===== config.mk =====
export PLATFORM = sky130hd
export DESIGN_NAME = sstw_regs
export DESIGN_NICKNAME = d
export VERILOG_FILES = /design/src/sstw_pkg.sv /design/src/sstw_regs.sv /design/src/sstw_strap_latch.sv
export SDC_FILE = /design/constraint.sdc
export NUM_CORES = 1
export LEC_CHECK = 0
export ABC_AREA = 0
export BUFFER_PORTS_ARGS = -buffer_cell sky130_fd_sc_hd__buf_2
export CAP_MARGIN = 0
export CORE_MARGIN = 2
export CORE_UTILIZATION = 45
export CTS_BUF_LIST = sky130_fd_sc_hd__clkbuf_4
export CTS_CLUSTER_DIAMETER = 150
export DETAILED_ROUTE_END_ITERATION = 10
export PLACE_DENSITY = 0.73
export SYNTH_ARGS = -nofsm -noshare
export SYNTH_HDL_FRONTEND = slang
export SYNTH_SLANG_ARGS = --single-unit

===== constraint.sdc =====
create_clock -name clk -period 7.6 [get_ports clk]
set_input_delay 0.38 -clock clk [delete_from_list [all_inputs] [get_ports clk]]
set_output_delay 0.38 -clock clk [all_outputs]
set_load 0.02 [all_outputs]

===== src/sstw_pkg.sv =====
// Package holding offsets, resets, field positions and encodings for the strap/self-test block
package sstw_pkg;
    localparam logic [7:0] ADDR_STRAP_MODE_STATUS  = 8'h13;
    localparam logic [7:0] ADDR_SELF_TEST_CONTROL  = 8'h14;
    localparam logic [7:0] ADDR_SERIAL_PIN_VSEL    = 8'h15;
    localparam logic [7:0] ADDR_CC_WATCHDOG        = 8'h16;
    localparam logic [7:0] RST_STRAP_MODE_STATUS   = 8'h88;
    localparam logic [7:0] RST_SELF_TEST_CONTROL   = 8'h00;
    localparam logic [7:0] RST_SERIAL_PIN_VSEL     = 8'h01;
    localparam logic [7:0] RST_CC_WATCHDOG         = 8'hFE;
    localparam logic [7:0] VSEL_SET_CODE           = 8'hB5;
    localparam logic [7:0] VSEL_CLEAR_CODE         = 8'hB6;
    localparam int         STRAP_B_DONE_BIT        = 7;
    localparam int         STRAP_A_DONE_BIT        = 3;
    localparam int         STRAP_SETTLE_CYCLES     = 16;
    localparam logic [6:0] WDOG_TIMEOUT_RST        = 7'h7F;
    localparam int         CLK_FREQ_HZ             = 25000000;
    localparam int         WDOG_STEP_MS            = 2;
    localparam int         WDOG_STEP_CYCLES        = CLK_FREQ_HZ / 1000 * WDOG_STEP_MS;
    // Clock choice codes presented to the clocking fabric
    typedef enum logic [2:0] {
        SSTW_CLK_OSC_50,
        SSTW_CLK_OSC_100,
        SSTW_CLK_OSC_25,
        SSTW_CLK_OSC_33,
        SSTW_CLK_EXT_PIXEL,
        SSTW_CLK_TMDS
    } sstw_clk_sel_t;
endpackage


===== src/sstw_regs.sv =====
`timescale 1ns/10ps
// Strap status, self-test, serial pin voltage and watchdog register slice
// Function
// - Bit 7 of strap status sets once strap B has settled and been latched.
// - Bits 6:4 report strap B decode, 000..111 meaning mode1..mode8.
// - Bit 3 of strap status sets once strap A has settled and been latched.
// - Bits 2:0 report strap A decode, 000..011 meaning mode1..mode4.
// - Functional mode without TMDS clock and forcing bit set picks 50/50/100/25 MHz by bits 2:1.
// - With self-test on (bit 0), bits 2:1 pick pixel clock, 33 MHz or 100 MHz.
// - At power-up the voltage choice loads from its strap: low gives 3.3 V, high 1.8 V.
// - The digital reset input returns the voltage choice to 3.3 V.
// - Reading the voltage register gives 0 for 1.8 V and 1 for 3.3 V.
// - Writing 0xB5 sets the voltage choice, writing 0xB6 clears it.
// - The watchdog ends a channel transaction not done within bits 7:1 times 2 ms.
// - Watchdog control bit 0 low enables the watchdog, high disables it.
module sstw_regs
    import sstw_pkg::*;
#(
    parameter int WDOG_STEP = WDOG_STEP_CYCLES
) (
    input  wire logic         clk,
    input  wire logic         nrst,
    input  wire logic         digital_reset,
    input  wire logic [2:0]   mode_strap_b,
    input  wire logic [1:0]   mode_strap_a,
    input  wire logic         vsel_strap_pin,
    input  wire logic         reg_wr,
    input  wire logic [7:0]   reg_addr,
    input  wire logic [7:0]   reg_wdata,
    input  wire logic         tmds_clk_present,
    input  wire logic         osc_force,
    input  wire logic         txn_active,
    output logic      [7:0]   reg_rdata,
    output sstw_pkg::sstw_clk_sel_t clk_select,
    output logic              serial_pin_voltage_choice,
    output logic              built_in_self_test,
    output logic              txn_abort
);
    import sstw_pkg::*;

    logic       rst_m;
    logic       rst_n;
    logic [5:0] strap_m;
    logic [5:0] strap_s;
    logic [2:0] strap_b_val;
    logic [2:0] strap_a_val;
    logic       strap_b_done;
    logic       strap_a_done;
    logic       vsel_loaded;
    logic [1:0] oscillator_source_select;
    logic [6:0] wdog_timeout;
    logic       wdog_disable;
    logic [31:0] step_cnt;
    logic [6:0] step_units;
    sstw_clk_sel_t next_clk_select;
    logic [7:0] next_rdata;

    if (WDOG_STEP < 1) begin : g_bad_step
        $error("sstw_regs: WDOG_STEP must be at least 1");
    end

    // Reset release synchroniser
    always_ff @(posedge clk or negedge nrst) begin
        if (!nrst) begin
            rst_m <= 1'b0;
            rst_n <= 1'b0;
        end else begin
            rst_m <= 1'b1;
            rst_n <= rst_m;
        end
    end

    // Strap pin synchronisers; no reset, so the real pin level is through both
    // stages when reset lifts and the voltage strap is not taken from a reset zero
    always_ff @(posedge clk) begin
        strap_m <= {vsel_strap_pin, mode_strap_a, mode_strap_b};
        strap_s <= strap_m;
    end

    // Strap B settle and latch
    sstw_strap_latch #(.W(3), .SETTLE(STRAP_SETTLE_CYCLES)) u_strap_b (
        .clk      (clk),
        .rst_n    (rst_n),
        .pin_sync (strap_s[2:0]),
        .value    (strap_b_val),
        .done     (strap_b_done)
    );

    // Strap A settle and latch, two-bit strap widened to a 3-bit decode
    sstw_strap_latch #(.W(3), .SETTLE(STRAP_SETTLE_CYCLES)) u_strap_a (
        .clk      (clk),
        .rst_n    (rst_n),
        .pin_sync ({1'b0, strap_s[4:3]}),
        .value    (strap_a_val),
        .done     (strap_a_done)
    );

    // Voltage choice: strap at power-up, magic codes, digital reset to 3.3 V
    always_ff @(posedge clk or negedge rst_n) begin
        if (!rst_n) begin
            serial_pin_voltage_choice <= RST_SERIAL_PIN_VSEL[0];
            vsel_loaded               <= 1'b0;
        end else if (digital_reset) begin
            serial_pin_voltage_choice <= 1'b1;
            vsel_loaded               <= 1'b1;
        end else if (!vsel_loaded) begin
            serial_pin_voltage_choice <= ~strap_s[5];
            vsel_loaded               <= 1'b1;
        end else if (reg_wr && reg_addr == ADDR_SERIAL_PIN_VSEL) begin
            if (reg_wdata == VSEL_SET_CODE) begin
                serial_pin_voltage_choice <= 1'b1;
            end else if (reg_wdata == VSEL_CLEAR_CODE) begin
                serial_pin_voltage_choice <= 1'b0;
            end
        end
    end

    // Self-test control; reserved bits never stored
    always_ff @(posedge clk or negedge rst_n) begin
        if (!rst_n) begin
            built_in_self_test       <= RST_SELF_TEST_CONTROL[0];
            oscillator_source_select <= RST_SELF_TEST_CONTROL[2:1];
        end else if (digital_reset) begin
            built_in_self_test       <= RST_SELF_TEST_CONTROL[0];
            oscillator_source_select <= RST_SELF_TEST_CONTROL[2:1];
        end else if (reg_wr && reg_addr == ADDR_SELF_TEST_CONTROL) begin
            built_in_self_test       <= reg_wdata[0];
            oscillator_source_select <= reg_wdata[2:1];
        end
    end

    // Watchdog control register
    always_ff @(posedge clk or negedge rst_n) begin
        if (!rst_n) begin
            wdog_timeout <= RST_CC_WATCHDOG[7:1];
            wdog_disable <= RST_CC_WATCHDOG[0];
        end else if (digital_reset) begin
            wdog_timeout <= RST_CC_WATCHDOG[7:1];
            wdog_disable <= RST_CC_WATCHDOG[0];
        end else if (reg_wr && reg_addr == ADDR_CC_WATCHDOG) begin
            wdog_timeout <= reg_wdata[7:1];
            wdog_disable <= reg_wdata[0];
        end
    end

    // Watchdog: count 2 ms steps while a transaction is open
    always_ff @(posedge clk or negedge rst_n) begin
        if (!rst_n) begin
            step_cnt   <= '0;
            step_units <= '0;
            txn_abort  <= 1'b0;
        end else if (!txn_active || wdog_disable || txn_abort) begin
            step_cnt   <= '0;
            step_units <= '0;
            txn_abort  <= 1'b0;
        end else if (step_cnt == 32'(WDOG_STEP - 1)) begin
            step_cnt   <= '0;
            step_units <= step_units + 1'b1;
            txn_abort  <= (step_units + 7'h01) >= wdog_timeout;
        end else begin
            step_cnt   <= step_cnt + 32'h1;
        end
    end

    // Clock source decode
    always_comb begin
        next_clk_select = SSTW_CLK_TMDS;
        if (built_in_self_test) begin
            unique case (oscillator_source_select)
                2'b00:   next_clk_select = SSTW_CLK_EXT_PIXEL;
                2'b01:   next_clk_select = SSTW_CLK_OSC_33;
                default: next_clk_select = SSTW_CLK_OSC_100;
            endcase
        end else if (!tmds_clk_present && osc_force) begin
            unique case (oscillator_source_select)
                2'b10:   next_clk_select = SSTW_CLK_OSC_100;
                2'b11:   next_clk_select = SSTW_CLK_OSC_25;
                default: next_clk_select = SSTW_CLK_OSC_50;
            endcase
        end
    end

    always_ff @(posedge clk or negedge rst_n) begin
        if (!rst_n) begin
            clk_select <= SSTW_CLK_TMDS;
        end else begin
            clk_select <= next_clk_select;
        end
    end

    // Read mux, registered
    always_comb begin
        unique case (reg_addr)
            ADDR_STRAP_MODE_STATUS: next_rdata = {strap_b_done, strap_b_val,
                                                  strap_a_done, strap_a_val};
            ADDR_SELF_TEST_CONTROL: next_rdata = {5'h00, oscillator_source_select,
                                                  built_in_self_test};
            ADDR_SERIAL_PIN_VSEL:   next_rdata = {7'h00, serial_pin_voltage_choice};
            ADDR_CC_WATCHDOG:       next_rdata = {wdog_timeout, wdog_disable};
            default:                next_rdata = 8'h00;
        endcase
    end

    always_ff @(posedge clk or negedge rst_n) begin
        if (!rst_n) begin
            reg_rdata <= 8'h00;
        end else begin
            reg_rdata <= next_rdata;
        end
    end

    property p_vsel_set;
        @(posedge clk) disable iff (!rst_n)
        (reg_wr && reg_addr == ADDR_SERIAL_PIN_VSEL && reg_wdata == VSEL_SET_CODE
         && vsel_loaded && !digital_reset) |=> serial_pin_voltage_choice;
    endproperty
    a_vsel_set: assert property (p_vsel_set) else $error("vsel set code ignored");

    property p_vsel_clr;
        @(posedge clk) disable iff (!rst_n)
        (reg_wr && reg_addr == ADDR_SERIAL_PIN_VSEL && reg_wdata == VSEL_CLEAR_CODE
         && vsel_loaded && !digital_reset) |=> !serial_pin_voltage_choice;
    endproperty
    a_vsel_clr: assert property (p_vsel_clr) else $error("vsel clear code ignored");

    property p_vsel_dreset;
        @(posedge clk) disable iff (!rst_n)
        digital_reset |=> serial_pin_voltage_choice;
    endproperty
    a_vsel_dreset: assert property (p_vsel_dreset) else $error("vsel not 3.3V");

    property p_vsel_other;
        @(posedge clk) disable iff (!rst_n)
        (vsel_loaded && !digital_reset && !(reg_wr && reg_addr == ADDR_SERIAL_PIN_VSEL
         && (reg_wdata == VSEL_SET_CODE || reg_wdata == VSEL_CLEAR_CODE)))
        |=> $stable(serial_pin_voltage_choice);
    endproperty
    a_vsel_other: assert property (p_vsel_other) else $error("vsel changed");

    property p_vsel_read;
        @(posedge clk) disable iff (!rst_n)
        (reg_addr == ADDR_SERIAL_PIN_VSEL) |=> reg_rdata == {7'h00, $past(serial_pin_voltage_choice)};
    endproperty
    a_vsel_read: assert property (p_vsel_read) else $error("vsel readback wrong");

    property p_status_read;
        @(posedge clk) disable iff (!rst_n)
        (reg_addr == ADDR_STRAP_MODE_STATUS) |=> reg_rdata[STRAP_B_DONE_BIT] == $past(strap_b_done)
            && reg_rdata[STRAP_A_DONE_BIT] == $past(strap_a_done) && reg_rdata[2] == 1'b0;
    endproperty
    a_status_read: assert property (p_status_read) else $error("strap status wrong");

    property p_reserved;
        @(posedge clk) disable iff (!rst_n)
        (reg_addr == ADDR_SELF_TEST_CONTROL) |=> reg_rdata[7:3] == 5'h00;
    endproperty
    a_reserved: assert property (p_reserved) else $error("reserved bits nonzero");

    property p_built_in_self_test_clk;
        @(posedge clk) disable iff (!rst_n)
        (built_in_self_test && oscillator_source_select == 2'b01) |=> clk_select == SSTW_CLK_OSC_33;
    endproperty
    a_built_in_self_test_clk: assert property (p_built_in_self_test_clk) else $error("self-test clock wrong");

    property p_func_clk;
        @(posedge clk) disable iff (!rst_n)
        (!built_in_self_test && !tmds_clk_present && osc_force
         && oscillator_source_select == 2'b11) |=> clk_select == SSTW_CLK_OSC_25;
    endproperty
    a_func_clk: assert property (p_func_clk) else $error("functional clock wrong");

    property p_wdog_off;
        @(posedge clk) disable iff (!rst_n)
        wdog_disable |=> !txn_abort;
    endproperty
    a_wdog_off: assert property (p_wdog_off) else $error("abort while disabled");
endmodule // sstw_regs


===== src/sstw_strap_latch.sv =====
`timescale 1ns/10ps
// Strap pin settle filter and latch
module sstw_strap_latch #(
    parameter int W       = 3,
    parameter int SETTLE  = 16
) (
    input  wire logic         clk,
    input  wire logic         rst_n,
    input  wire logic [W-1:0] pin_sync,
    output logic      [W-1:0] value,
    output logic              done
);
    localparam int CW = $clog2(SETTLE + 1);
    logic [W-1:0]  last;
    logic [CW-1:0] cnt;

    if (SETTLE < 1 || W < 1) begin : g_bad_params
        $error("sstw_strap_latch: bad parameters");
    end

    // Count cycles of a steady level; latch once it has held long enough
    always_ff @(posedge clk or negedge rst_n) begin
        if (!rst_n) begin
            last  <= '0;
            cnt   <= '0;
            value <= '0;
            done  <= 1'b0;
        end else if (!done) begin
            last <= pin_sync;
            if (pin_sync != last) begin
                cnt <= '0;
            end else if (cnt == CW'(SETTLE)) begin
                value <= pin_sync;
                done  <= 1'b1;
            end else begin
                cnt <= cnt + 1'b1;
            end
        end
    end
endmodule // sstw_strap_latch


== After elaboration in Yosys (flattened, before gate mapping) ==
Cells that the tools add are included.

* $add $sub $neg: 4
* Order comparisons: 1
* Eq/ne operators: 18
* Mux-type cells: 34
* Bitwise gates (word level): 5
* Reductions and logical operators: 17

{| class="wikitable"
|+ Operator list
! kind !! number
|-
| $mux 32 || 2
|-
| $add 32x1->32 const B || 1
|-
| $eq 32x16->1 const B || 1
|-
| $eq 8x5->1 const B || 4
|-
| $pmux 8 s4 || 1
|-
| $mux 7 || 4
|-
| $mux 5 || 4
|-
| $mux 1 || 17
|-
| $eq 8x8->1 const B || 2
|-
| $add 5x1->5 const B || 2
|-
| $eq 5x5->1 const B || 2
|-
| $add 7x1->7 const B || 1
|-
| $ge 7x7->1 || 1
|-
| $mux 3 || 2
|-
| $pmux 3 s2 || 1
|-
| $reduce_and 2->1 || 3
|-
| $reduce_and 3->1 || 2
|-
| $reduce_bool 2->1 || 3
|-
| $not 1->1 || 5
|-
| $eq 2x2->1 const B || 2
|-
| $logic_and 1x1->1 || 4
|-
| $mux 2 || 2
|-
| $ne 2x1->1 const B || 2
|-
| $ne 4x2->1 const B || 1
|-
| other kinds (8) || 10
|}

* Flip-flop bits (word level): 100
* Input bits: 29
* Output and inout bits: 14
* Logic and storage cells: 102

== Depth between registers and ports, before layout ==
Gate-level depths: netlist (run 1).

* Depth after elaboration: 6
* Gate-level depth with buffers: 9
* Gate-level depth less buffers: 9

== Modules after synthesis ==
From an unflattened synthesis (run 1), not the netlist that was laid out.

* Cell total of the unflattened synthesis: 459
* Area total of the unflattened synthesis: 4855.9 um^2

{| class="wikitable"
|+ By module, submodules not included
! module !! instances !! cells an instance !! area each (um^2) !! seq. area each (um^2)
|-
| sstw_regs || 1 || 359 || 3649.8 || 1904.3
|-
| sstw_strap_latch || 2 || 50 || 603.1 || 300.3
|}

== Least setup slack after synthesis (run 1) ==
OpenSTA, ideal clock, no wires.

* Path type: input to register
* Start point: input reg_addr[7]
* End point: register serial_pin_voltage_choice
* Library setup time: 78 ps
* Arrival time: 2190 ps
* Data required time: 7522 ps
* Setup slack: 5332 ps
* Cell stages on the path: 5
* Path buffers: 0
* Path through: or4b_4 -> or2_1 -> or4_1 -> or3_1 -> a31o_1

* Cells in the longest elaborated chain, start to end: 4

{| class="wikitable"
|+ RTL lines
! item !! line !! source
|-
| start: declaration || sstw_regs.sv:28 || <nowiki>input wire logic [7:0] reg_addr,</nowiki>
|-
| $eq 8x5->1 || sstw_regs.sv:109 || <nowiki>end else if (reg_wr && reg_addr == ADDR_SERIAL_PIN_VSEL) begin</nowiki>
|-
| $logic_and 1x1->1 || sstw_regs.sv:109 ||
|-
| $ne 3x2->1 (no line) || n/a ||
|-
| $reduce_and 2->1 (no line) || n/a ||
|-
| end signal: assignment || sstw_regs.sv:101 || <nowiki>serial_pin_voltage_choice <= RST_SERIAL_PIN_VSEL[0];</nowiki>
|-
| end signal: assignment || sstw_regs.sv:107 || <nowiki>serial_pin_voltage_choice <= ~strap_s[5];</nowiki>
|-
| end: declaration || sstw_regs.sv:35 || <nowiki>output logic serial_pin_voltage_choice,</nowiki>
|}

Every way passes these cells.
A chain may end at the register's enable or synchronous reset.

== Final worst setup path (run 1) ==
* Start point: register step_cnt[27]
* End point: register step_units[6]

* Cells in the longest elaborated chain, start to end: 2

{| class="wikitable"
|+ RTL lines
! item !! line !! source
|-
| start: declaration || sstw_regs.sv:53 || <nowiki>logic [31:0] step_cnt;</nowiki>
|-
| start signal: assignment || sstw_regs.sv:161 || <nowiki>step_cnt <= step_cnt + 32'h1;</nowiki>
|-
| $eq 32x16->1 || sstw_regs.sv:156 || <nowiki>end else if (step_cnt == 32'(WDOG_STEP - 1)) begin</nowiki>
|-
| $reduce_bool 2->1 (no line) || n/a ||
|-
| end signal: assignment || sstw_regs.sv:158 || <nowiki>step_units <= step_units + 1'b1;</nowiki>
|-
| end: declaration || sstw_regs.sv:54 || <nowiki>logic [6:0] step_units;</nowiki>
|}

Every way passes these cells.

==> impl_metrics.toml, run 1 <==
[status]
status = "finished clean"

[placed_design]
gp_congestion = 0.808
place_ws_ps = 5140
placed_cells = 614
numPortBuffers = 42
placed_area_um2 = 4950
dp_hpwl_um = 5990

[pwr]
vdd_drop_max_mv = 0.111
p_per_area_nw_per_um2 = 167
p_leak_nw = 2.33

[timing]
setup_viol = 0
timing.final.ws_setup_ps = 5360
drv_slew = 0
fin_tns_setup_ps = 0
fmax_ghz = 0.447
post-route-period-util_pct = 29.5
rsz0062_at_grt = "false"
slew_headroom_pct = 29.4
worst_pin_slew_ps = 1060
finalClockSkew_ps = 20.5
timing.final.crit_period_ps = 2240
finalHoldViolations = 0

[yosys]
synth_adder_area_share_pct = 3.55
ys_seq_area_share_pct = 53.6
ys_types = 51
synthFlopType = "dfrtp_1"
async_flop_share_pct = 88.0
synth_top_family_by_area = "simple AND/OR/NAND/NOR gates"
avgSynthCellArea_um2 = 10.3
postSynthCellCount = 444
synthMuxAreaShare_pct = 3.77
netlist_area_um2 = 4580
synth_xor_area_share_pct = 8.42
synth_edf_count = 0
ys_ff_latch = 100
yosys_warnings = 0
synthSimpleGateAreaFrac_pct = 21.2
synth_compound_area_share_pct = 7.16

[critical_path]
path_class = "register to register"
end_kind = "register"
critPathRequiredTime_ps = 8000
critPathLaunchType = "register"
cp.arrival_ps = 2640
path_max_fanout = 8

[cells_and_area]
design_area_um2 = 5160
syn2layout_area_growth_pct = 12.7
fin_cells = 637
diodes = 0
fin_util_pct = 52.5
n_fill_cell = 926
nets = 541
drive_gt1_share_pct = 17.5

[clock_network]
cts_num_sinks = 100
clock-root-buffer = "clkbuf_4"
htreeDepth = 3
cts_buffer_depth = 2
cts_tree = "built"
cts_buffers = 9
clk_pin_slew_ps = 170
insertion_delay_ps = 460

[grt]
grt_max_degree = 87
grt_pass1_wl_um = 15600
grt_pass1_vias = 3449
track_usage_pct = 17.2
grt_overflow = 0
antenna_found_initial = 0

[floorplan]
row_count = 36
core_area_um2 = 9820
io_pins = 43
die_height_um = 105
die-area_um2 = 11000
die_width_um = 105
start_util_pct = 46.6

[routing]
drt_iter0_markers = 130
drc = 0
vias = 3375
drt-pass1-iter-count = 4
routedWlPerCell_um = 13.4
final_antenna_net_count = 0
drt_wl_total_um = 8510
viasPerCell = 5.30

[job]
drv_cap = 0

[min_path]
holdCritPathClass = "input port to register"
==> synthesized netlist by cell type, drive strengths merged, types with 2 or more instances <==
cell,instances,area (um2)
and3,7,43.8
nand2,32,120
or2,3,18.8
o311ai,2,17.5
nand2b,5,31.3
o21bai,2,15.0
or4b,2,23.8
mux2i,6,60.1
nor2b,2,12.5
a21o,3,22.5
o31ai,3,22.5
mux2,10,113
nor4,9,68.8
ha,13,163
nand4,16,100
dfrtp,78,1950
xnor2,22,193
nor3,19,95.1
a21oi,11,55.1
and4,2,17.5
xor2,22,193
or3,4,25.0
nand3b,2,15.0
nand3,19,95.1
a22o,5,43.8
nor2,61,229
or4,2,15.0
dfstp,10,263
nand4b,2,17.5
clkbuf,7,26.3
a31oi,2,12.5
dfxtp,12,240
inv,18,67.6
o21ai,18,90.1
==> routing by layer <==
layer	global-route usage [%]	up-vias	wire length [um]
met2	28.8	69	4120
li1	-	1656	-
met3	4.93	8	396
met5	0	-	0
met4	4.57	0	84
met1	22.0	1642	3900
==> sequential cells by signal (all words and copies together), names as in the netlist <==
signal	count
rst_m	1
rst_n	1
u_strap_a.cnt	5
strap_s	6
txn_abort	1
u_strap_b.done	1
wdog_timeout	7
serial_pin_voltage_choice	1
reg_rdata	8
clk_select	3
u_strap_a.value	2
u_strap_b.cnt	5
u_strap_b.last	3
u_strap_a.done	1
built_in_self_test	1
u_strap_b.value	3
step_cnt	32
u_strap_a.last	2
oscillator_source_select	2
wdog_disable	1
step_units	7
strap_m	6
vsel_loaded	1
==> metrics by stage <==
stage / hold WS [ps] / power, W
after floorplan: 84.4 / 0.000586
after global placement: 164 / 0.000603
after detailed placement: 169 / 0.000605
after CTS: 6.45 / 0.000875
after global routing: 131 / 0.000904
final: 168 / 0.000861
==> cell families (layout without fill, tap and decap cells) <==
| logic type | after synthesis | in the layout |
|---|---|---|
| simple gates | 192 | 192 |
| flops | 100 | 100 |
| compound gates | 52 | 52 |
| xor+xnor | 44 | 44 |
| buf+inv | 26 | 85 |
| mux | 16 | 16 |
| fa+ha+maj | 13 | 13 |
| other cells | 1 | 2 |
==> path summary, 6_finish.rpt <==
check,slack (ps),depth (start not counted),endpoint,from
max in group asynchronous,6400,0,step_cnt[28],rst_n
min in group asynchronous,220,2,rst_n,nrst
hold reg to reg,340,0,strap_s[3],strap_m[3]
setup reg to reg,5360,5,step_units[6],step_cnt[27]
setup / recovery,5360,5,step_units[6],step_cnt[27]
hold / removal,170,3,wdog_disable,reg_wr
==> critical path: stages, from the launching register on <==
cell and delay, ps:
dfrtp_1 450, nor4_1 350, nand4_1 370, nor2_1 330, or4b_2 610, nand2_1 80
==> area by class of cell <==
| type | count | area (um2) | share of cell area, % |
|---|---|---|---|
| flip-flops and latches | 100 | 2460 | 47.7 |
| repair buffers | 51 | 295 | 5.73 |
| inverters | 18 | 67.6 | 1.31 |
| multi-input cells | 319 | 2030 | 39.4 |
| clock buffers | 10 | 75.1 | 1.46 |
| clock inverters | 6 | 61.3 | 1.19 |
| well taps | 133 | 166 | 3.23 |
==> repair_timing <==
action / CTS / global route
hold endpoints to repair: 7 / 1
hold buffers: 6 / 1
setup buffers: 0 / 0
resized for setup: 0 / 0
==> power breakdown <==
part	switching, W	total, W	internal [W]
clock	0.000186	0.000264	0.0000777
combinational	0.0000215	0.0000406	0.0000190
sequential	0.0000144	0.000556	0.000542
total	0.000222	0.000861	0.000638
==> layout by cell type (no fill, tap or decap), types with 10 or more instances in the layout <==
cell / count
dfxtp_1: 12
inv_1: 18
xor2_1: 22
dfstp_2: 10
nand4_1: 16
mux2_2: 10
nor3_1: 19
nand2_1: 32
dfrtp_1: 77
o21ai_0: 17
ha_1: 13
nor2_1: 61
xnor2_1: 22
nand3_1: 19
buf_2: 42
clkbuf_4: 10
a21oi_1: 11
Note: power is estimated with default switching activity, not from simulation.
==> run 2: changes to the inputs <==
--- a/config.mk
+++ b/config.mk
@@ -13,7 +13,7 @@
 export CTS_BUF_LIST = sky130_fd_sc_hd__clkbuf_4
 export CTS_CLUSTER_DIAMETER = 150
 export DETAILED_ROUTE_END_ITERATION = 10
-export PLACE_DENSITY = 0.73
+export PLACE_DENSITY = 0.76
 export SYNTH_ARGS = -nofsm -noshare
 export SYNTH_HDL_FRONTEND = slang
 export SYNTH_SLANG_ARGS = --single-unit
==> constraint.sdc (replaced) <==
create_clock -name clk -period 1.9 [get_ports clk]
set_input_delay 0.095 -clock clk [delete_from_list [all_inputs] [get_ports clk]]
set_output_delay 0.095 -clock clk [all_outputs]
set_load 0.02 [all_outputs]
==> run 2 against run 1 <==
Against the previous run:
- sequential share of layout area shrank 4.0 points
- worst setup slack got worse by 5300 ps
- final area up 9.1%
- critical path type unchanged
- largest cell class unchanged
- highest routed layer unchanged
==> impl_metrics.toml, run 2 (synthesis gave the netlist of run 1 again) <==
[critical_path]
critPathLaunchType = "register"
end_kind = "register"
critPathRequiredTime_ps = 2260
reg2regPathDepth = 8
path_class = "register to register"
cp.arrival_ps = 2210
timing.rr.start = "step_units[0]"
reg2reg_setup_slack_ps = 50
path_max_fanout = 3
reg2reg_to = "txn_abort"

[cells_and_area]
syn2layout_area_growth_pct = 23.0
mostFrequentLayoutCells = "dfrtp_1, nor2_1, buf_2, nand2_1, buf_4"
biggestRegsByFlops = "step_cnt (32), reg_rdata (8)"
diodes = 0
top_register = "step_cnt"
largest_register_ffs = 32
nets = 582
regArea_um2 = 2460
layout_commonest_cell = "dfrtp_1"
drive_gt1_share_pct = 24.4
n_fill_cell = 859
design_area_um2 = 5630
multi_input_area_um2 = 2140

[pwr]
pwr-share-seq_pct = 62.9
swShare_pct = 26.2
p_sw_w = 0.000919
finalPower_w = 0.00351
combPwrFrac_pct = 6.5
vdd_drop_max_mv = 0.336
p_per_area_nw_per_um2 = 624
p_clk_share_pct = 30.7
power.internal_w = 0.00259
p_leak_nw = 2.56

[min_path]
worstHoldStart = "digital_reset"
holdPathEnd = "oscillator_source_select[0]"
hold-path-cell-count = 2
holdCritPathClass = "input port to register"

[status]
status = "finished clean"

[floorplan]
io_pins = 43
start_util_pct = 46.6
row_count = 36
core_area_um2 = 9820
die-area_um2 = 11000
die_height_um = 105
die_width_um = 105

[placed_design]
dp_hpwl_um = 6530
place_ws_ps = -182
gp_congestion = 0.910
placed_area_um2 = 5170
numPortBuffers = 42

[grt]
antenna_found_initial = 0
grt_pass1_wl_um = 16600
grt_pass1_vias = 3779
grt_max_degree = 40
track_usage_pct = 18.3
grt_overflow = 0

[clock_network]
cts_buffers = 9
cts_num_sinks = 100
cts_tree = "built"
cts_buffer_depth = 2
clock-root-buffer = "clkbuf_4"
htreeDepth = 3
clk_pin_slew_ps = 150
insertion_delay_ps = 460

[timing]
setup_viol = 0
post-route-period-util_pct = 97.4
fmax_ghz = 0.541
hold-worst-slack_ps = 28.4
drv_slew = 0
finalHoldViolations = 0
rsz0062_at_grt = "true"
timing.final.ws_setup_ps = 49.9
finalClockSkew_ps = 22.2
timing.final.crit_period_ps = 1850

[job]
drv_cap = 0

[routing]
drt-pass1-iter-count = 4
drt_iter0_markers = 134
drc = 0
vias = 3576
viasPerCell = 5.27
final_antenna_net_count = 0
routedWlPerCell_um = 13.8
drt_wl_total_um = 9370
==> run 2: changes by cell type in the layout (fill, tap and decap cells not counted), sizes merged <==
| cell | delta |
|---|---|
| buf | +27 |
| inv | +2 |
| clkinv | -1 |
| dlygate4sd3 | +14 |
| clkinvlp | -1 |
==> run 2: power groups by stage <==
stage	clock [W]	sequential [W]	combinational [W]
floorplan	0	0.00226	0.0000870
global placement	0	0.00225	0.000183
detailed placement	0	0.00225	0.000190
CTS	0.00110	0.00221	0.000222
global route	0.00121	0.00222	0.000254
finish	0.00108	0.00221	0.000227
==> run 2: worst max-delay path by stage <==
stage                  startpoint                        end  slack, ps  depth (start not counted)
floorplan             step_cnt[6]              step_units[6]        -30                          6
global placement      reg_addr[7]  serial_pin_voltage_choice       -120                          6
detailed placement    reg_addr[7]  serial_pin_voltage_choice       -180                          6
CTS                 step_units[0]                  txn_abort         20                          8
global route        step_units[0]                  txn_abort        -70                          8
finish              step_units[0]                  txn_abort         50                          8
==> run 2: stage by stage <==
stage	std cells	utilization (%)	TNS [ps]
floorplan	445	-	-32.2
global placement	639	52.7	-124
detailed placement	639	52.7	-199
CTS	676	56.2	0
global route	678	57.3	-94.3
finish	678	57.3	0
==> run 2: routing by layer <==
metal / global-route usage, % / part of all wire, % / vias to the layer above
li1: - / - / 1742
met5: 0 / 0 / -
met4: 7.05 / 1.7 / 0
met1: 21.9 / 44 / 1748
met3: 2.99 / 3.7 / 14
met2: 33.0 / 50 / 72
==> run 2: area by class of cell <==
type                       count  area share [%]
timing repair buffer          92            11.8
sequential                   100            43.7
inverter                      18            1.20
clock inverter                 6            1.02
tap                          133            2.96
clock buffer                  10            1.33
multi-input combinational    319            38.0
==> run 2: worst max-delay path, cell delays in order (launching register included) <==
cell and delay (ps):
dfrtp_1 420, nand3_2 100, or2_4 270, xnor2_2 130, ha_1 290, a21o_1 180
a21oi_1 120, o21ai_1 70, and3_1 180
==> run 2: timing repair <==
action | 4_1_cts | 5_1_grt
setup buffers | 0 | 2
gates resized for setup | 1 | 19
endpoints found under the setup margin | 1 | 26
cloned | 0 | 0
pin swaps | 0 | 5
hold endpoints to repair | 27 | 0
hold buffers | 21 | 0
